==> config.mk <==
export PLATFORM = sky130hd
export DESIGN_NAME = ccr_clock_config
export DESIGN_NICKNAME = d
export VERILOG_FILES = /design/src/rtl/ccr_pkg.sv /design/src/rtl/ccr_ctl_if.sv /design/src/rtl/ccr_mem_table.sv /design/src/rtl/ccr_gfx_seq.sv /design/src/rtl/ccr_clock_config.sv
export VERILOG_INCLUDE_DIRS = /design/src /design/src/rtl
export SDC_FILE = /design/constraint.sdc
export NUM_CORES = 1
export LEC_CHECK = 0
export ABC_AREA = 1
export BUFFER_PORTS_ARGS = -buffer_cell sky130_fd_sc_hd__buf_2
export CAP_MARGIN = 25
export CORE_UTILIZATION = 27
export CTS_CLUSTER_DIAMETER = 80
export DETAILED_ROUTE_END_ITERATION = 12
export GPL_ROUTABILITY_DRIVEN = 0
export PLACE_DENSITY = 0.37
export SKIP_CTS_REPAIR_TIMING = 1
export SLEW_MARGIN = 25
export SYNTH_ARGS = -nofsm -noshare
export SYNTH_HDL_FRONTEND = slang
export SYNTH_HIERARCHICAL = 1
export SYNTH_SLANG_ARGS = --single-unit
==> constraint.sdc <==
create_clock -name mclk -period 11 [get_ports mclk]
set_input_delay 3.3 -clock mclk [delete_from_list [all_inputs] [get_ports mclk]]
set_output_delay 3.3 -clock mclk [all_outputs]
set_load 0.005 [all_outputs]
==> src/rtl/ccr_params.svh <==
`ifndef CCR_PARAMS_SVH
`define CCR_PARAMS_SVH

// register indices; byte address is four times the index
`define CCR_IDX_OSC        8'h40
`define CCR_IDX_CPLL       8'h44
`define CCR_IDX_MSPEED     8'h58
`define CCR_IDX_IODELAY    8'h5C
`define CCR_IDX_MINDEX     8'h60
`define CCR_IDX_MDATA      8'h64
`define CCR_IDX_BIU        8'h68
`define CCR_IDX_REGUL      8'h6C
`define CCR_IDX_CPLL3      8'h70
`define CCR_IDX_GSTATE     8'h74
`define CCR_IDX_MISC1      8'h78
`define CCR_IDX_MISC2      8'h7C
`define CCR_IDX_DLLTRIM    8'h80
`define CCR_IDX_SCRATCH    8'h84
`define CCR_IDX_CMDA       8'h88
`define CCR_IDX_CMDB       8'h89
`define CCR_IDX_GATE2      8'h8C

// reset values
`define CCR_RST_OSC        32'h0004_0001
`define CCR_RST_IODELAY    32'h0000_0042
`define CCR_RST_BIU        32'h0003_109F
`define CCR_RST_REGUL      32'h0000_0080
`define CCR_RST_CPLL3      32'h0200_0001
`define CCR_RST_GATE2      32'h87C4_7F3F
`define CCR_RST_ZERO       32'h0000_0000

// writable masks
`define CCR_MASK_ALL       32'hFFFF_FFFF
`define CCR_MASK_OSC       32'hFFFB_FFFF
`define CCR_MASK_HALF      32'h0000_FFFF
`define CCR_MASK_INDEX     32'h0003_FFFF
`define CCR_MASK_BYTE      32'h0000_00FF

// field positions
`define CCR_SPEED_LSB      0
`define CCR_SPEED_MSB      1
`define CCR_SPEED_SRC_BIT  2
`define CCR_SPEED_UNDEF    2'h3
`define CCR_INTSRC_BIT     18
`define CCR_PHASE_LSB      3
`define CCR_IO_MST_BIT     13
`define CCR_IO_SLV_BIT     14
`define CCR_ENGINE_BIT     20
`define CCR_DISPLAY_BIT    21
`define CCR_MEMBR_BIT      25
`define CCR_LENGTHEN_BIT   30

// timing
`define CCR_MCLK_KHZ       40000
`define CCR_STOP_DELAY_NS  61000
// scale to microseconds first so the product stays inside a 32-bit int
`define CCR_STOP_CYCLES    ((`CCR_STOP_DELAY_NS / 1000) * `CCR_MCLK_KHZ / 1000)
`define CCR_DELAY_SHORT    16
`define CCR_DELAY_LONG     32

// indirect table
`define CCR_TABLE_DEPTH    16
`define CCR_TABLE_AW       4

`endif

==> src/rtl/ccr_pkg.sv <==
package ccr_pkg;
    // graphics clock sequencer states, gray along the usual path
    typedef enum logic [1:0] {
        GFX_ACTIVE  = 2'h0,
        GFX_SUSPEND = 2'h1,
        GFX_STOPPED = 2'h3,
        GFX_WAKING  = 2'h2
    } ccr_gfx_state_t;

    typedef logic [31:0] ccr_word_t;
    typedef logic [1:0]  ccr_phase_t;
endpackage : ccr_pkg

==> src/rtl/ccr_ctl_if.sv <==
`timescale 1ns/100ps
interface ccr_ctl_if;
    logic               ce;
    logic               tableWr;
    logic [17:0]        tablePtr;
    ccr_pkg::ccr_word_t tableWdata;
    ccr_pkg::ccr_word_t tableRdata;
    logic               fullPower;
    logic               suspendSeen;
    logic               busClockHold;
    ccr_pkg::ccr_phase_t phase;
    logic               busClocksRun;

    modport ctl (output ce, output tableWr, output tablePtr, output tableWdata, input tableRdata,
                 output fullPower, output suspendSeen, output busClockHold,
                 input phase, input busClocksRun);
    modport table_side (input ce, input tableWr, input tablePtr, input tableWdata, output tableRdata);
    modport gfx_side (input ce, input fullPower, input suspendSeen, input busClockHold,
                      output phase, output busClocksRun);
endinterface : ccr_ctl_if

==> src/rtl/ccr_mem_table.sv <==
`timescale 1ns/100ps
`include "ccr_params.svh"
module ccr_mem_table (
    input wire logic    mclk,
    input wire logic    reset,
    ccr_ctl_if.table_side bus
);
    ccr_pkg::ccr_word_t entry_q [`CCR_TABLE_DEPTH];
    logic [`CCR_TABLE_AW-1:0] slot;
    logic                     inRange;

    // pointer selects one setting; pointers past the table read zero
    assign slot    = bus.tablePtr[`CCR_TABLE_AW-1:0];
    assign inRange = (bus.tablePtr[17:`CCR_TABLE_AW] == '0);
    assign bus.tableRdata = inRange ? entry_q[slot] : `CCR_RST_ZERO;

    // one flip-flop word per setting
    genvar g;
    generate
        for (g = 0; g < `CCR_TABLE_DEPTH; g++) begin : gEntry
            always_ff @(posedge mclk) begin
                if (reset) begin
                    entry_q[g] <= `CCR_RST_ZERO;
                end else if (bus.ce && bus.tableWr && inRange && (slot == g)) begin
                    entry_q[g] <= bus.tableWdata;
                end
            end
        end
    endgenerate
endmodule : ccr_mem_table

==> src/rtl/ccr_gfx_seq.sv <==
`timescale 1ns/100ps
`include "ccr_params.svh"
module ccr_gfx_seq (
    input wire logic    mclk,
    input wire logic    reset,
    ccr_ctl_if.gfx_side bus
);
    ccr_pkg::ccr_gfx_state_t state_q, state_d;
    logic [11:0]             stopCnt_q;
    logic                    stopDone;

    assign stopDone = (stopCnt_q == 12'(`CCR_STOP_CYCLES - 1));

    // suspend, stop after the delay, wake back to full power
    always_comb begin
        state_d = state_q;
        unique case (state_q)
            ccr_pkg::GFX_ACTIVE:  if (bus.suspendSeen) state_d = ccr_pkg::GFX_SUSPEND;
            ccr_pkg::GFX_SUSPEND: if (bus.fullPower) state_d = ccr_pkg::GFX_ACTIVE;
                                  else if (stopDone) state_d = ccr_pkg::GFX_STOPPED;
            ccr_pkg::GFX_STOPPED: if (!bus.busClockHold) state_d = ccr_pkg::GFX_WAKING;
            ccr_pkg::GFX_WAKING:  if (bus.fullPower) state_d = ccr_pkg::GFX_ACTIVE;
        endcase
    end

    // state and stop-delay counter
    always_ff @(posedge mclk) begin
        if (reset) begin
            state_q   <= ccr_pkg::GFX_ACTIVE;
            stopCnt_q <= 12'h000;
        end else if (bus.ce) begin
            state_q   <= state_d;
            stopCnt_q <= (state_q == ccr_pkg::GFX_SUSPEND) ? stopCnt_q + 12'h001 : 12'h000;
        end
    end

    // full power reads 0, suspend reads 3, waking reads 1
    assign bus.phase = (state_q == ccr_pkg::GFX_ACTIVE) ? 2'h0 :
                       (state_q == ccr_pkg::GFX_WAKING) ? 2'h1 : 2'h3;
    // clear hold bit forces the bus clock on
    assign bus.busClocksRun = (state_q != ccr_pkg::GFX_STOPPED) || !bus.busClockHold;
endmodule : ccr_gfx_seq

==> src/rtl/ccr_clock_config.sv <==
// What this block does
// - scratch fields store and return writes but steer no clock logic
// - speed code 0 is 66 MHz, 1 is 100 MHz, 2 is 133 MHz, 3 undefined
// - source bit clear follows front-side bus speed, set uses programmed code
// - graphics phase reads 0 at full power, 3 at suspend; with the hold bit set, bus clocks stop 61 us later
// - delay lengthen bit selects 16 or 32 clock delay timer, resets clear
// - gate register bit 20 stops the graphics engine clock, resets clear
// - gate register bit 21 stops the graphics display clock, resets clear
// - bits 13 and 14, reset set, disable gating on io master and slave branches
// - bit 25, reset set, keeps gating off on memory branch to bus interface
// - internal source flag bit 18 is read only, resets to one
//
// Added by the designer: strobed register access.
`timescale 1ns/100ps
`include "ccr_params.svh"
module ccr_clock_config (
    input  wire logic        mclk,
    input  wire logic        reset,
    input  wire logic        ce,
    input  wire logic [9:0]  regAddr,
    input  wire logic [31:0] regWdata,
    input  wire logic        regWr,
    input  wire logic        regRd,
    output logic      [31:0] regRdata,
    input  wire logic [1:0]  fsbSpeedCode,
    input  wire logic        memClockChange,
    input  wire logic        gfxFullPower,
    input  wire logic        gfxSuspend,
    input  wire logic        busClockHoldBit,
    output logic      [1:0]  memSpeedCode,
    output logic             memSpeedDefined,
    output logic             memDelayBusy,
    output logic             engineClockRun,
    output logic             displayClockRun,
    output logic             ioMasterGatingOff,
    output logic             ioSlaveGatingOff,
    output logic             memoryBranchGatingOff,
    output logic             gfxBusClocksRun,
    output logic             internalSourceFlag
);
    localparam int NSLOT = 15;

    ccr_ctl_if ctl ();

    // slot numbers of the stored registers
    localparam int S_OSC     = 0;
    localparam int S_CPLL    = 1;
    localparam int S_MSPEED  = 2;
    localparam int S_IODELAY = 3;
    localparam int S_MINDEX  = 4;
    localparam int S_BIU     = 5;
    localparam int S_REGUL   = 6;
    localparam int S_CPLL3   = 7;
    localparam int S_MISC1   = 8;
    localparam int S_MISC2   = 9;
    localparam int S_DLLTRIM = 10;
    localparam int S_SCRATCH = 11;
    localparam int S_CMDA    = 12;
    localparam int S_CMDB    = 13;
    localparam int S_GATE2   = 14;

    // register index of each slot
    function automatic logic [7:0] slotIndex(input int s);
        logic [7:0] idx;
        idx = 8'h00;
        case (s)
            S_OSC:     idx = `CCR_IDX_OSC;
            S_CPLL:    idx = `CCR_IDX_CPLL;
            S_MSPEED:  idx = `CCR_IDX_MSPEED;
            S_IODELAY: idx = `CCR_IDX_IODELAY;
            S_MINDEX:  idx = `CCR_IDX_MINDEX;
            S_BIU:     idx = `CCR_IDX_BIU;
            S_REGUL:   idx = `CCR_IDX_REGUL;
            S_CPLL3:   idx = `CCR_IDX_CPLL3;
            S_MISC1:   idx = `CCR_IDX_MISC1;
            S_MISC2:   idx = `CCR_IDX_MISC2;
            S_DLLTRIM: idx = `CCR_IDX_DLLTRIM;
            S_SCRATCH: idx = `CCR_IDX_SCRATCH;
            S_CMDA:    idx = `CCR_IDX_CMDA;
            S_CMDB:    idx = `CCR_IDX_CMDB;
            S_GATE2:   idx = `CCR_IDX_GATE2;
            default:   idx = 8'h00;
        endcase
        return idx;
    endfunction : slotIndex

    // reset value of each slot
    function automatic logic [31:0] slotReset(input int s);
        logic [31:0] v;
        v = `CCR_RST_ZERO;
        case (s)
            S_OSC:     v = `CCR_RST_OSC;
            S_IODELAY: v = `CCR_RST_IODELAY;
            S_BIU:     v = `CCR_RST_BIU;
            S_REGUL:   v = `CCR_RST_REGUL;
            S_CPLL3:   v = `CCR_RST_CPLL3;
            S_GATE2:   v = `CCR_RST_GATE2;
            default:   v = `CCR_RST_ZERO;
        endcase
        return v;
    endfunction : slotReset

    // writable bits of each slot; narrow registers keep only their low bits
    function automatic logic [31:0] slotMask(input int s);
        logic [31:0] m;
        m = `CCR_MASK_ALL;
        case (s)
            S_OSC:    m = `CCR_MASK_OSC;
            S_MSPEED: m = `CCR_MASK_HALF;
            S_MINDEX: m = `CCR_MASK_INDEX;
            S_CMDA:   m = `CCR_MASK_BYTE;
            S_CMDB:   m = `CCR_MASK_BYTE;
            default:  m = `CCR_MASK_ALL;
        endcase
        return m;
    endfunction : slotMask

    // address decode: word aligned, index in the upper bits
    logic [7:0]         regIdx;
    logic               aligned;
    logic [NSLOT-1:0]   slotHit;
    logic               hitData;
    logic               hitGstate;
    logic               anyHit;

    assign regIdx    = regAddr[9:2];
    assign aligned   = (regAddr[1:0] == 2'h0);
    assign hitData   = aligned && (regIdx == `CCR_IDX_MDATA);
    assign hitGstate = aligned && (regIdx == `CCR_IDX_GSTATE);
    assign anyHit    = (|slotHit) || hitData || hitGstate;

    // stored registers, one per slot
    ccr_pkg::ccr_word_t store_q [NSLOT];
    ccr_pkg::ccr_word_t slotRead [NSLOT];

    genvar g;
    generate
        for (g = 0; g < NSLOT; g++) begin : gSlot
            localparam logic [31:0] RST  = slotReset(g);
            localparam logic [31:0] MASK = slotMask(g);

            assign slotHit[g]  = aligned && (regIdx == slotIndex(g));
            assign slotRead[g] = slotHit[g] ? store_q[g] : `CCR_RST_ZERO;

            // scratch and control storage; read-only bits keep their reset value
            always_ff @(posedge mclk) begin
                if (reset) begin
                    store_q[g] <= RST;
                end else if (ce && regWr && slotHit[g]) begin
                    store_q[g] <= (regWdata & MASK) | (store_q[g] & ~MASK);
                end
            end
        end
    endgenerate

    // or-reduce the per-slot read words
    ccr_pkg::ccr_word_t storeRead;
    always_comb begin
        storeRead = `CCR_RST_ZERO;
        for (int s = 0; s < NSLOT; s++) begin
            storeRead = storeRead | slotRead[s];
        end
    end

    // read mux: stored slots, indirect data, graphics state; unmapped reads zero
    ccr_pkg::ccr_word_t readMux;
    assign readMux = hitData   ? ctl.tableRdata :
                     hitGstate ? {27'h0, ctl.phase, 3'h0} :
                     anyHit    ? storeRead : `CCR_RST_ZERO;

    // read data stands only in the cycle after the strobe
    logic [31:0] rdata_q;
    always_ff @(posedge mclk) begin
        if (reset) begin
            rdata_q <= `CCR_RST_ZERO;
        end else if (ce) begin
            rdata_q <= regRd ? readMux : `CCR_RST_ZERO;
        end
    end
    assign regRdata = rdata_q;

    // indirect access through pointer and data registers
    assign ctl.ce         = ce;
    assign ctl.tablePtr   = store_q[S_MINDEX][17:0];
    assign ctl.tableWr    = regWr && hitData;
    assign ctl.tableWdata = regWdata;

    ccr_mem_table uTable (
        .mclk  (mclk),
        .reset (reset),
        .bus   (ctl)
    );

    // graphics clock sequencer
    assign ctl.fullPower    = gfxFullPower;
    assign ctl.suspendSeen  = gfxSuspend;
    assign ctl.busClockHold = busClockHoldBit;

    ccr_gfx_seq uGfx (
        .mclk  (mclk),
        .reset (reset),
        .bus   (ctl)
    );

    assign gfxBusClocksRun = ctl.busClocksRun;

    // memory clock speed: programmed code or front-side bus code
    logic [1:0] speedCode;
    logic       speedSrc;
    logic [1:0] speedSel;
    logic [1:0] memSpeed_q;

    assign speedCode = store_q[S_MSPEED][`CCR_SPEED_MSB:`CCR_SPEED_LSB];
    assign speedSrc  = store_q[S_MSPEED][`CCR_SPEED_SRC_BIT];
    assign speedSel  = speedSrc ? speedCode : fsbSpeedCode;

    always_ff @(posedge mclk) begin
        if (reset) begin
            memSpeed_q <= 2'h0;
        end else if (ce) begin
            memSpeed_q <= speedSel;
        end
    end
    assign memSpeedCode    = memSpeed_q;
    assign memSpeedDefined = (memSpeed_q != `CCR_SPEED_UNDEF);

    // memory clock delay timer, 16 or 32 clocks per change
    logic [5:0] delayCnt_q;
    logic [5:0] delayLen;
    logic       lengthen;

    assign lengthen = store_q[S_GATE2][`CCR_LENGTHEN_BIT];
    assign delayLen = lengthen ? 6'(`CCR_DELAY_LONG) : 6'(`CCR_DELAY_SHORT);

    always_ff @(posedge mclk) begin
        if (reset) begin
            delayCnt_q <= 6'h00;
        end else if (ce) begin
            if (memClockChange) begin
                delayCnt_q <= delayLen;
            end else if (delayCnt_q != 6'h00) begin
                delayCnt_q <= delayCnt_q - 6'h01;
            end
        end
    end
    assign memDelayBusy = (delayCnt_q != 6'h00);

    // clock branch controls from the second gate register
    assign engineClockRun        = !store_q[S_GATE2][`CCR_ENGINE_BIT];
    assign displayClockRun       = !store_q[S_GATE2][`CCR_DISPLAY_BIT];
    assign ioMasterGatingOff     = store_q[S_GATE2][`CCR_IO_MST_BIT];
    assign ioSlaveGatingOff      = store_q[S_GATE2][`CCR_IO_SLV_BIT];
    assign memoryBranchGatingOff = store_q[S_GATE2][`CCR_MEMBR_BIT];

    // clock source indicator, read-only
    assign internalSourceFlag    = store_q[S_OSC][`CCR_INTSRC_BIT];
endmodule : ccr_clock_config

=== Word-level counts from Yosys, hierarchy flattened ===
Memories as Yosys holds them, arrays and structs flattened.
Cells that the tools add are included.

* Bitwise logic cells: 50
* Reductions and logical operators: 67
* $add $sub $neg: 2
* Eq/ne operators: 42
* Muxes and demuxes: 159

{| class="wikitable"
|+ Operators by type and width
! cell !! count
|-
| $mux 32 || 51
|-
| $or 32x32->32 || 14
|-
| $eq 8x7->1 const B || 12
|-
| $mux 1 || 95
|-
| $or 8x32->32 || 2
|-
| $logic_and 1x1->1 || 52
|-
| $eq 8x8->1 const B || 5
|-
| $eq 4x4->1 const B || 8
|-
| $or 16x32->32 || 1
|-
| $or 18x32->32 || 1
|-
| $or 32x19->32 || 1
|-
| $or 1x1->1 || 31
|-
| $mux 6 || 3
|-
| $eq 4x3->1 const B || 4
|-
| $mux 2 || 8
|-
| $reduce_or 15->1 || 1
|-
| $logic_not 14->1 || 1
|-
| $add 12x1->12 const B || 1
|-
| $eq 12x12->1 const B || 1
|-
| $mux 12 || 1
|-
| $ne 2x2->1 const B || 5
|-
| $eq 4x2->1 const B || 2
|-
| $pmux 2 s4 || 1
|-
| $reduce_bool 6->1 || 1
|-
| 12 further kinds || 18
|}

* Bits in writable memories: 992
* Output and inout bits: 43
* Register bits after elaboration: 54
* Logic and storage cells: 327
* Input port bits: 53
* Memories kept: 2

{| class="wikitable"
|+ Memories
! name !! words !! bits a word !! read ports !! clocked after memory_dff !! wr ports !! RTL line !! source
|-
| uTable.entry_q || 16 || 32 || 1 || 0 || 16 || ccr_mem_table.sv:8 || <nowiki>ccr_pkg::ccr_word_t entry_q [`CCR_TABLE_DEPTH];</nowiki>
|-
| store_q || 15 || 32 || 15 || 0 || 15 || ccr_clock_config.sv:133 || <nowiki>ccr_pkg::ccr_word_t store_q [NSLOT];</nowiki>
|}

=== Logic depth before layout (Yosys ltp) ===
Gate-level depths: netlist (run 1).

* Depth in word-level cells: 21
* Mapped depth: 16
* Depth with buffers taken out: 13

=== By module ===
The synthesis (run 1) kept the hierarchy.

{| class="wikitable"
|+ Modules (own cells, without submodules)
! module !! seq. area each (µm²) !! cells an instance !! area an instance (µm²) !! times used
|-
| ccr_mem_table || 15374.7 || 2785 || 25115.3 || 1
|-
| ccr_clock_config || 12842.3 || 2115 || 19750.2 || 1
|-
| ccr_gfx_seq || 280.3 || 112 || 745.7 || 1
|}

=== Worst setup path before layout (run 1) ===
OpenSTA, ideal clock, no wires.

* Kind: input-to-reg
* Start: input port regAddr[3]
* End: memory store_q[1][64] (netlist name), enable pin
* Data required time: 10.534 ns
* Setup time: 0.466 ns
* Stages on the path: 5
* Slack: 4.256 ns
* Buffers on the path: 0
* Arrival: 6.278 ns
* Cells stage by stage: nor2_2 -> nand2_1 -> nor2_1 -> nand2_1 -> o21ai_0

{| class="wikitable"
|+ RTL lines
! element !! RTL line !! source
|-
| start: declaration || ccr_clock_config.sv:20 || <nowiki>input wire logic [9:0] regAddr,</nowiki>
|-
| end: declaration || ccr_clock_config.sv:133 ||
|}

==> impl_results.rst, run 1 <==
.. list-table::
   :header-rows: 1

   * - Metric
     - Value
   * - Run status
     - finished, final reports clean
   * - Highest achievable clock rate
     - ~140 MHz
   * - Mean Syn Cell Area
     - 9.10 um2
   * - Flops & latches, synth
     - 967
   * - Least-Margin Pin Slew
     - 1.13 ns
   * - Cell area after technology mapping
     - 45600 um2
   * - List of cells traversed by the critical path
     - buf_2 > nor2_4 > nand4_2 > nor2_4 > buf_4 > inv_1 > nor2_1 > nand2_1 > inv_1 > buf_4 > nand4_1 > buf_4 > nand2_2
   * - Unrepaired setup endpoints after global routing
     - no
   * - Leakage
     - 0.0209 uW
   * - Number of buffers on the longest clock path
     - 3
   * - Finish-stage setup viols
     - 0
   * - Crit start category
     - primary input
   * - Clock tree from TritonCTS
     - yes
   * - Worst vdd ir
     - 0.000122 V
   * - Crit path buffers/inverters
     - 6
   * - Fraction of final layout cells with drive strength greater than 1
     - 0.0878
   * - Net count of the mapped netlist
     - between 5000 and 6000
   * - Via count normalized by instance count
     - 4.78
   * - TNS Setup
     - 0 ns
   * - Via count of the first global-routing pass
     - around 34000
   * - Final routed wirelength across all metal layers
     - 180000 um
   * - Data arrival at the endpoint of the critical path
     - 7.67 ns
   * - Max-slew headroom at the worst pin
     - 0.246
   * - Count of yosys warnings during synthesis
     - 6
   * - Clk pin slew, worst setup/hold paths
     - 0.05 ns
   * - Kind of cell adding the most delay to the critical path
     - simple AND/OR/NAND/NOR gates
   * - Cell repeated most along the worst path
     - buf_4
   * - Die Span X
     - slightly above 400 um
   * - Ratio of final minimum period to clock period
     - 0.667
   * - Global-route wire length before repair
     - 255000 um
   * - Placement row count
     - 150
   * - Path type of the worst min-delay path
     - flop to flop
   * - Number of nets with antenna violations after detailed routing
     - 0
   * - Synthesis-to-layout area growth
     - 13.1%
   * - End-of-flow core utilization
     - 0.308
   * - Total number of vias
     - 34600
   * - Number of max-cap violations
     - 0
   * - Core Box Area
     - 167000 um2
   * - Minimum clock period after layout
     - 7.33 ns
   * - Min Hold Slack
     - 0.461 ns
   * - CTS buffer count
     - approximately 120
   * - DPL Wire Length
     - 109000 um
   * - Fin. Hold Viols
     - 0
   * - Cells after Synth
     - 5012
   * - GRT Residual Overflow
     - 0
   * - Sort of element at the end of the critical path
     - flop
   * - Clock insertion delay at the later pin of the skew report
     - 0.77 ns
   * - Initial standard-cell utilization of the core
     - 0.272
   * - Top Ports
     - 96
   * - Crit path kind
     - primary input to flop
   * - Delay of the slowest cell on the worst path
     - 0.74 ns
   * - Pins Over Slew Limit
     - 0
   * - H-tree depth reported by CTS
     - 3
   * - Count of antenna diodes in the layout
     - 0
   * - Setup skew after layout
     - 0.0612 ns
   * - Required time of the worst setup path
     - 11.34 ns
   * - Largest net degree at the start of global routing
     - 213
   * - Antenna violations before repair
     - 2
   * - Highest-delay cell along the critical path
     - nand2_2
   * - Routed len/inst
     - 24.9 um
   * - Placed Instance Area
     - 48000 um2
   * - Root cell of the clock tree
     - clkbuf_16
   * - Buffers on Ports
     - 94
   * - Number of design rule violations left after detail routing
     - 0
   * - TritonCTS sink count
     - between 900 and 1000
   * - Global Route Usage Sum
     - 0.208
   * - Floorplan die height
     - 413 um
   * - Power density over cell area
     - 163 nW/um2
   * - Starting DRT DRC Count
     - 2543
   * - Final nets
     - 4991
   * - Die ar.
     - 171000 um2
   * - Part of the Yosys area used for sequential elements
     - 0.625
   * - 1st-pass router iterations
     - 5
   * - Maximum fanout along the worst path
     - 33
   * - Unique cell type count in the Yosys netlist
     - 40
   * - Design area
     - 51600 um2
## worst min-delay path: cells and delay by family (launching register included)
family,cells,cell delay [ns]
flops,1,0.30
simple gates,1,0.06
compound gates,1,0.05
## synth_stat cells
library cell     n  area, um2
a211oi_1         1       7.51
a21oi_1         48        240
a21oi_4          1       16.3
a31oi_1          5       31.3
and2_0           3       18.8
and2_1           1       6.26
buf_1           26       97.6
buf_2           98        490
buf_4            7       52.6
buf_6           25        282
buf_8            1       15.0
clkbuf_1       213        800
clkinv_1         4       15.0
conb_1           1       3.75
dfxtp_1         54       1080
edfxtp_1       913      27400
ha_1             2       25.0
inv_1          202        758
inv_2            2       7.51
nand2_1       1984       7450
nand2_2          3       18.8
nand3_1        177        886
nand3_2          3       30.0
nand3_4          1       17.5
nand4_1         31        194
nand4_2          1       12.5
nand4_4          9        191
nor2_1         598       2240
nor2_2          15       93.8
nor2_4           7       78.8
nor3_1         518       2590
nor3_2          25        250
nor3_4           1       16.3
nor3b_1          1       7.51
nor4_1           1       6.26
o211ai_1         3       22.5
o21ai_0         24        120
o21ai_1          1       5.00
or2_1            1       6.26
or3_1            1       6.26
## per-layer routing
metal	routed length, um	vias up	global-route usage
met5	11	-	0
met4	3690	2	0.0515
met3	7270	174	0.0246
met2	85300	770	0.345
met1	83900	17300	0.288
li1	-	16300	-
## flip-flops by register name, summed over array words and instances (netlist names)
| register | cells |
|---|---|
| uGfx/stopCnt_q | 12 |
| delayCnt_q | 6 |
| memSpeedCode | 2 |
| store_q | 401 |
| uTable/entry_q | 512 |
| regRdata | 32 |
| uGfx/state_q | 2 |
## report_power, final
group	internal [uW]	total [uW]	leakage (uW)	switching, uW
sequential	4140	4180	0.00976	40.7
combinational	81.8	527	0.00936	445
clock	2070	3710	0.00174	1650
total	6290	8430	0.0209	2130
## cells in the final DEF (no fill, tap or decap), types with 4 or more instances in the layout
cell and count:
nand2_2 22, nand4_1 31, nand3_1 172, bufinv_16 4
inv_1 191, nand2_1 1964, a31oi_1 5, nor3_1 517
nor2_4 11, o21ai_4 11, buf_2 93, clkinv_2 18
nand3_2 7, inv_2 9, a21oi_1 48, edfxtp_1 913
o21ai_0 13, nor2_2 15, nor2_1 594, dfxtp_1 54
clkinv_1 41, clkbuf_16 118, nor3_2 26, nand4_4 9
buf_4 77, clkbuf_1 32
## per-stage QoR
stage / setup slack, ns / total power, uW / cells
after floorplan: 4.26 / 4540 / 5012
after global placement: 2.93 / 4800 / 7019
after detailed placement: 2.89 / 4800 / 7020
after CTS: 3.64 / 8530 / 7236
after global routing: 3.34 / 8700 / 7237
final: 3.67 / 8430 / 7237
## kinds of logic (layout without fill, tap and decap cells)
logic type,after synthesis,in the layout,synth area share
adder cells (fa/ha/maj),2,2,0.000549
other,1,1,0.0000822
flip-flops,967,967,0.625
AO/OA/AOI/OAI,83,83,0.00971
AND/OR/NAND/NOR,3381,3381,0.310
buffers and inverters,578,599,0.0552
## area by class of cell
class	count	area [um2]
clock buffer	152	3100
clock inverter	64	454
fill	17700	116000
inverter	208	793
multi-input combinational	3467	14800
sequential	967	28500
tap	2204	2760
timing repair buffer	175	1150
## worst paths after layout
path / startpoint / end / slack (ns) / depth (start not counted)
setup / recovery: regAddr[1] / uTable/entry_q[14][3] / 3.67 / 13
hold / removal: regRdata[1] / regRdata[1] / 0.46 / 2
setup reg to reg: store_q[0][128] / regRdata[31] / 6.42 / 15
hold reg to reg: regRdata[1] / regRdata[1] / 0.46 / 2
No activity file was read; power rests on OpenSTA's default activity.
==> inputs of run 2 (changes only) <==
- ABC_AREA: 1 -> 0
- clock period: 11 -> 6.97 ns (I/O delays scaled with it)
==> impl_results.rst, run 2 <==
.. list-table::
   :header-rows: 1

   * - Metric
     - Value
   * - Required time of the worst setup path
     - between 7 and 8 ns
   * - Pins Over Slew Limit
     - 0
   * - Internal Power
     - 9970 uW
   * - Data arrival at the endpoint of the critical path
     - between 5 and 6 ns
   * - Yosys top cell area share
     - 0.625
   * - Final routed wirelength across all metal layers
     - 162000 um
   * - Via count of the first global-routing pass
     - 28200
   * - Total number of vias
     - 27600
   * - Flops & latches, synth
     - 967
   * - End-of-flow core utilization
     - 0.314
   * - Die Span X
     - 405 um
   * - CTS buffer count
     - 112
   * - List of most frequent post-synthesis cells
     - edfxtp_1 (913), nor2_1 (579), and2_1 (372), nand2_1 (153), clkbuf_1 (150)
   * - Root cell of the clock tree
     - clkbuf_16
   * - DPL Wire Length
     - around 110000 um
   * - Origin of the worst min-delay path
     - regRdata[14]
   * - Ratio of final minimum period to clock period
     - 0.733
   * - Commonest non-fill, non-tap cell in the layout
     - edfxtp_1
   * - Post-synth top flop
     - edfxtp_1
   * - Number of nets with antenna violations after detailed routing
     - 0
   * - Global-route wire length before repair
     - 225000 um
   * - Core Box Area
     - 161000 um2
   * - Largest net degree at the start of global routing
     - 80
   * - Global Route Usage Sum
     - 0.196
   * - Clock tree from TritonCTS
     - yes
   * - Number of design rule violations left after detail routing
     - 0
   * - Setup skew after layout
     - between 0.02 and 0.03 ns
   * - Maximum fanout along the worst path
     - 66
   * - GRT Residual Overflow
     - 0
   * - Synthesis-to-layout area growth
     - 15.2%
   * - Least-Margin Pin Slew
     - 1.20 ns
   * - Initial standard-cell utilization of the core
     - 0.272
   * - Cells after Synth
     - 3244
   * - Via count normalized by instance count
     - 4.97
   * - Path type of the worst min-delay path
     - flop to flop
   * - Floorplan die height
     - 405 um
   * - Leakage
     - roughly 0.017 uW
   * - Placement row count
     - 147
   * - PnR Total Power
     - 13100 uW
   * - Number of max-cap violations
     - 0
   * - Setup crit end
     - uTable/entry_q[9][27]
   * - H-tree depth reported by CTS
     - 3
   * - TNS Setup
     - 0 ns
   * - Part of the Yosys area used for sequential elements
     - 0.650
   * - Dominant cell by count in the synthesized netlist
     - edfxtp_1
   * - Final nets
     - 3349
   * - Finish-stage setup viols
     - 0
   * - Count of cells along the worst register-to-register path
     - 7
   * - Highest achievable clock rate
     - slightly below 200 MHz
   * - Crit start category
     - primary input
   * - R2R setup slack
     - 2.76 ns
   * - Max reg flops
     - 512
   * - Mean Syn Cell Area
     - ~14 um2
   * - Routed len/inst
     - 29.1 um
   * - Antenna violations before repair
     - 19
   * - Worst R2R Start
     - store_q[0][129]
   * - Critical Path Start
     - regAddr[9]
   * - Share of total power in the clock network
     - 0.435
   * - Die ar.
     - approximately 160000 um2
   * - 1st-pass router iterations
     - 5
   * - Seq pwr share
     - 0.504
   * - Power density over cell area
     - 259 nW/um2
   * - Cell area after technology mapping
     - 43800 um2
   * - Clock insertion delay at the later pin of the skew report
     - 0.75 ns
   * - Starting DRT DRC Count
     - ~2600
   * - Sort of element at the end of the critical path
     - flop
   * - Net load switching power
     - approximately 3100 uW
   * - Most frequent cells in the layout
     - edfxtp_1 (913), nor2_1 (574), and2_1 (372), nand2_1 (153), mux4_2 (139)
   * - Clk pin slew, worst setup/hold paths
     - around 0.06 ns
   * - Most area-consuming cells after synthesis
     - edfxtp_1 (63%), mux4_2 (7.1%), and2_1 (5.3%)
   * - Buffers on Ports
     - 94
   * - Combinational share of power
     - 0.061
   * - Cell taking the most area after synthesis
     - edfxtp_1
   * - Worst vdd ir
     - around 0.00021 V
   * - Crit path kind
     - primary input to flop
   * - Count of yosys warnings during synthesis
     - 6
   * - Fraction of final layout cells with drive strength greater than 1
     - 0.179
   * - Max-slew headroom at the worst pin
     - 0.202
   * - Number of buffers on the longest clock path
     - 3
   * - Register with the most flip-flops
     - uTable/entry_q
   * - Net count of the mapped netlist
     - 3299
   * - Filler instances
     - 16000
   * - TritonCTS sink count
     - 967
   * - Fraction of synthesis flops using an asynchronous set or reset pin
     - 0
   * - Unrepaired setup endpoints after global routing
     - no
   * - Run status
     - finished, final reports clean
   * - Unique cell type count in the Yosys netlist
     - 81
   * - Switching share of total power
     - 0.239
   * - Number of enable-type register cells in the synthesized netlist
     - approximately 900
   * - Minimum clock period after layout
     - between 5 and 6 ns
   * - Fin. Hold Viols
     - 0
   * - Top Ports
     - 96
   * - Worst flop-to-flop path endpoint
     - regRdata[14]
run 2: cell count changes in the layout (fill, tap and decap cells not counted), sizes merged, moves of 139 or more:
cell / before / now
nand2: 1987 / 153
mux4: 0 / 139
inv: 206 / 17
nand3: 181 / 17
and2: 4 / 372
nor3: 544 / 37
run 2: worst max-delay path, cell delays in order:
cell      delay [ns]
buf_2           0.15
or4b_4          0.70
nor2_4          0.16
and3_1          0.17
and2_1          0.32
nand4b_1        0.45
buf_4           0.55
o21bai_4        0.42
buf_4           0.42
run 2: metal layers:
layer  part of all wire  GRT usage  wire, um
met3              0.052     0.0292      8460
met1               0.41      0.248     66700
met4              0.027     0.0526      4380
met2               0.51      0.346     82300
met5                  0          0         0
run 2: layout make-up:
| class | count | area, um2 | area share |
|---|---|---|---|
| diodes | 5 | 12.5 | 0.000248 |
| clock buffers | 145 | 2980 | 0.0589 |
| clock inverters | 62 | 514 | 0.0102 |
| inverters | 13 | 48.8 | 0.000966 |
| multi-input cells | 2001 | 14400 | 0.285 |
| flip-flops and latches | 967 | 28500 | 0.564 |
| well taps | 2160 | 2700 | 0.0535 |
| repair buffers | 199 | 1380 | 0.0273 |
run 2: cells by family (layout without fill, tap and decap cells):
family,after synthesis,in the layout,synth area share
flip-flops,967,967,0.650
other,1,6,0.0000855
AO/OA/AOI/OAI,334,334,0.0554
buffers and inverters,276,419,0.0272
AND/OR/NAND/NOR,1368,1368,0.159
adder cells (fa/ha/maj),2,2,0.000571
XOR/XNOR,11,11,0.00220
multiplexers,285,285,0.106
run 2: power by group through the flow:
stage                     clock network [uW]  logic, uW  registers [uW]
after floorplan                            0        443            6700
after detailed placement                   0        821            6730
after global placement                     0        813            6720
final                                   5700        798            6610
after global routing                    6040        847            6620
after CTS                               5840        823            6610
run 2: how the worst min path moves through the flow:
stage / end / slack, ns / depth (start not counted)
after floorplan: regRdata[14] / 0.45 / 2
after global placement: regRdata[14] / 0.46 / 2
after detailed placement: regRdata[14] / 0.47 / 2
after CTS: regRdata[14] / 0.48 / 2
after global routing: regRdata[14] / 0.50 / 2
final: regRdata[14] / 0.48 / 2
run 2: stage by stage:
| step | setup slack [ns] | std cells | area, um2 | hold slack [ns] |
|---|---|---|---|---|
| final | 1.86 | 5552 | 50500 | 0.483 |
| after global routing | 1.73 | 5547 | 50500 | 0.503 |
| after CTS | 1.84 | 5547 | 50500 | 0.480 |
| after detailed placement | 1.07 | 5340 | 47000 | 0.466 |
| after global placement | 1.15 | 5339 | 47000 | 0.460 |
| after floorplan | 1.16 | 3244 | 43800 | 0.449 |
==> inputs of run 3 (changes only) <==
- clock period: 6.97 -> 5.3 ns (I/O delays scaled with it)
==> impl_results.rst, run 3 (same netlist as run 2, synthesis figures left out) <==
.. list-table::
   :header-rows: 1

   * - Metric
     - Value
   * - Unrepaired setup endpoints after global routing
     - no
   * - Commonest non-fill, non-tap cell in the layout
     - edfxtp_1
   * - H-tree depth reported by CTS
     - 3
   * - Sort of element at the end of the critical path
     - flop
   * - Met1 WL
     - approximately 67000 um
   * - Total number of vias
     - around 28000
   * - 1st-pass router iterations
     - 7
   * - Via count of the first global-routing pass
     - 28800
   * - Finish-stage setup viols
     - 0
   * - Maximum fanout along the worst path
     - 25
   * - Starting DRT DRC Count
     - roughly 2300
   * - Floorplan die height
     - 405 um
   * - Count of cells along the worst register-to-register path
     - 9
   * - Routed len/inst
     - approximately 29 um
   * - Leakage
     - 0.0171 uW
   * - Worst flop-to-flop path endpoint
     - regRdata[19]
   * - CTS buffer count
     - 114
   * - Clk pin slew, worst setup/hold paths
     - 0.06 ns
   * - Dpl cells
     - 5389
   * - Ratio of final minimum period to clock period
     - 0.799
   * - Setup skew after layout
     - 0.0429 ns
   * - Synthesis-to-layout area growth
     - 16.5%
   * - Data arrival at the endpoint of the critical path
     - about 4.9 ns
   * - Pins Over Slew Limit
     - 0
   * - Core Box Area
     - roughly 160000 um2
   * - Run status
     - finished, final reports clean
   * - Crit start category
     - flop
   * - R2R setup slack
     - 1.06 ns
   * - Worst-case hold path end point
     - regRdata[14]
   * - Initial standard-cell utilization of the core
     - 0.272
   * - Clock insertion delay at the later pin of the skew report
     - 0.75 ns
   * - Placed Instance Area
     - 47500 um2
   * - Fraction of final layout cells with drive strength greater than 1
     - 0.187
   * - Highest achievable clock rate
     - 236 MHz
   * - Antenna violations before repair
     - 23
   * - Minimum clock period after layout
     - 4.24 ns
   * - Register with the most flip-flops
     - uTable/entry_q
   * - Number of design rule violations left after detail routing
     - 0
   * - Number of nets with antenna violations after detailed routing
     - 0
   * - Origin of the worst min-delay path
     - regRdata[14]
   * - Via count normalized by instance count
     - 4.93
   * - Required time of the worst setup path
     - roughly 6 ns
   * - Least-Margin Pin Slew
     - 1.14 ns
   * - TritonCTS sink count
     - 967
   * - Max reg flops
     - 512
   * - Power density over cell area
     - around 340 nW/um2
   * - Worst R2R Start
     - store_q[0][132]
   * - Placement row count
     - 147
   * - Crit path kind
     - flop to flop
   * - Worst vdd ir
     - 0.000277 V
   * - Number of max-cap violations
     - 0
   * - Largest net degree at the start of global routing
     - 71
   * - Die ar.
     - 164000 um2
   * - Number of buffers on the longest clock path
     - 3
   * - DPL Wire Length
     - 111000 um
   * - Worst Setup Slack, final
     - 1.06 ns
   * - Max-slew headroom at the worst pin
     - 0.241
   * - Final nets
     - 3400
   * - Global Route Usage Sum
     - 0.195
   * - Post-placement worst setup slack
     - 0.426 ns
   * - Top Ports
     - 96
   * - Global-route wire length before repair
     - 225000 um
   * - Path type of the worst min-delay path
     - flop to flop
   * - Wire length on met3
     - 6940 um
   * - Clock tree from TritonCTS
     - yes
   * - Most frequent cells in the layout
     - edfxtp_1 (913), nor2_1 (576), and2_1 (372), nand2_1 (153), mux4_2 (139)
   * - Worst hold stages
     - 2
   * - Root cell of the clock tree
     - clkbuf_16
   * - Design area
     - 51100 um2
   * - Top metal layer carrying routed signals
     - met5
   * - Fin. Hold Viols
     - 0
   * - GRT Residual Overflow
     - 0
   * - Sum of met2 wire segment lengths after detailed routing
     - 82700 um
   * - Final routed wirelength across all metal layers
     - 160000 um
   * - Post-layout instance count excluding filler cells
     - 5609
   * - Die Span X
     - 405 um
   * - Buffers on Ports
     - between 90 and 100
[run 3: cell count changes in the layout (fill, tap and decap cells not counted), moves of 4 or more]
cell      before  now
buf_12         7   24
buf_4         99  132
clkbuf_1      28   38
clkinv_1      20   24
clkinv_2      27   17
[run 3: layer usage]
layer | vias to the layer above | GRT usage
li1 | 12200 | -
met1 | 14400 | 0.248
met2 | 797 | 0.351
met3 | 214 | 0.0234
met4 | 2 | 0.0491
met5 | - | 0
[run 3: worst max path at each step]
| stage | startpoint | endpoint | slack [ns] | cells after the start |
|---|---|---|---|---|
| final | store_q[0][132] | regRdata[19] | 1.06 | 9 |
| after global routing | store_q[0][132] | regRdata[19] | 0.84 | 9 |
| after CTS | store_q[0][133] | regRdata[19] | 1.08 | 9 |
| after detailed placement | regAddr[9] | uTable/entry_q[3][0] | 0.43 | 9 |
| after global placement | regAddr[9] | uTable/entry_q[3][5] | 0.46 | 9 |
| after floorplan | regAddr[9] | uTable/entry_q[12][0] | -0.01 | 10 |
[run 3: worst max-delay path, stage by stage, from the launching register on]
cell and delay, ns:
edfxtp_1 0.42, nor4_2 0.77, and2_1 0.34, nand4b_1 0.43, buf_4 0.42, o22ai_1 0.53
a221oi_1 0.19, nor4_1 0.58, a2111oi_0 0.17, a311oi_1 0.30
[run 3: report_power, final]
group	internal, uW	switching [uW]	leakage [uW]
registers	8590	96.3	0.00976
clock network	4260	3290	0.00172
logic	343	729	0.00566
[run 3: stage by stage]
step	total power [uW]	util	hold WS, ns	setup TNS [ns]
2_1_floorplan	9390	-	0.449	-0.718
3_3_place_gp	9940	0.295	0.466	0
3_5_place_dp	9960	0.295	0.475	0
4_1_cts	17600	0.317	0.487	0
5_1_grt	17900	0.317	0.505	0
6_report	17300	0.317	0.488	0
[run 3: layout make-up]
cell class                 instances  area [um2]
tap                             2160        2700
clock buffer                     159        3090
timing repair buffer             248        1940
fill                           16000      110000
inverter                          13        48.8
multi-input combinational       2001       14400
sequential                       967       28500
antenna                            7        17.5
clock inverter                    54         432
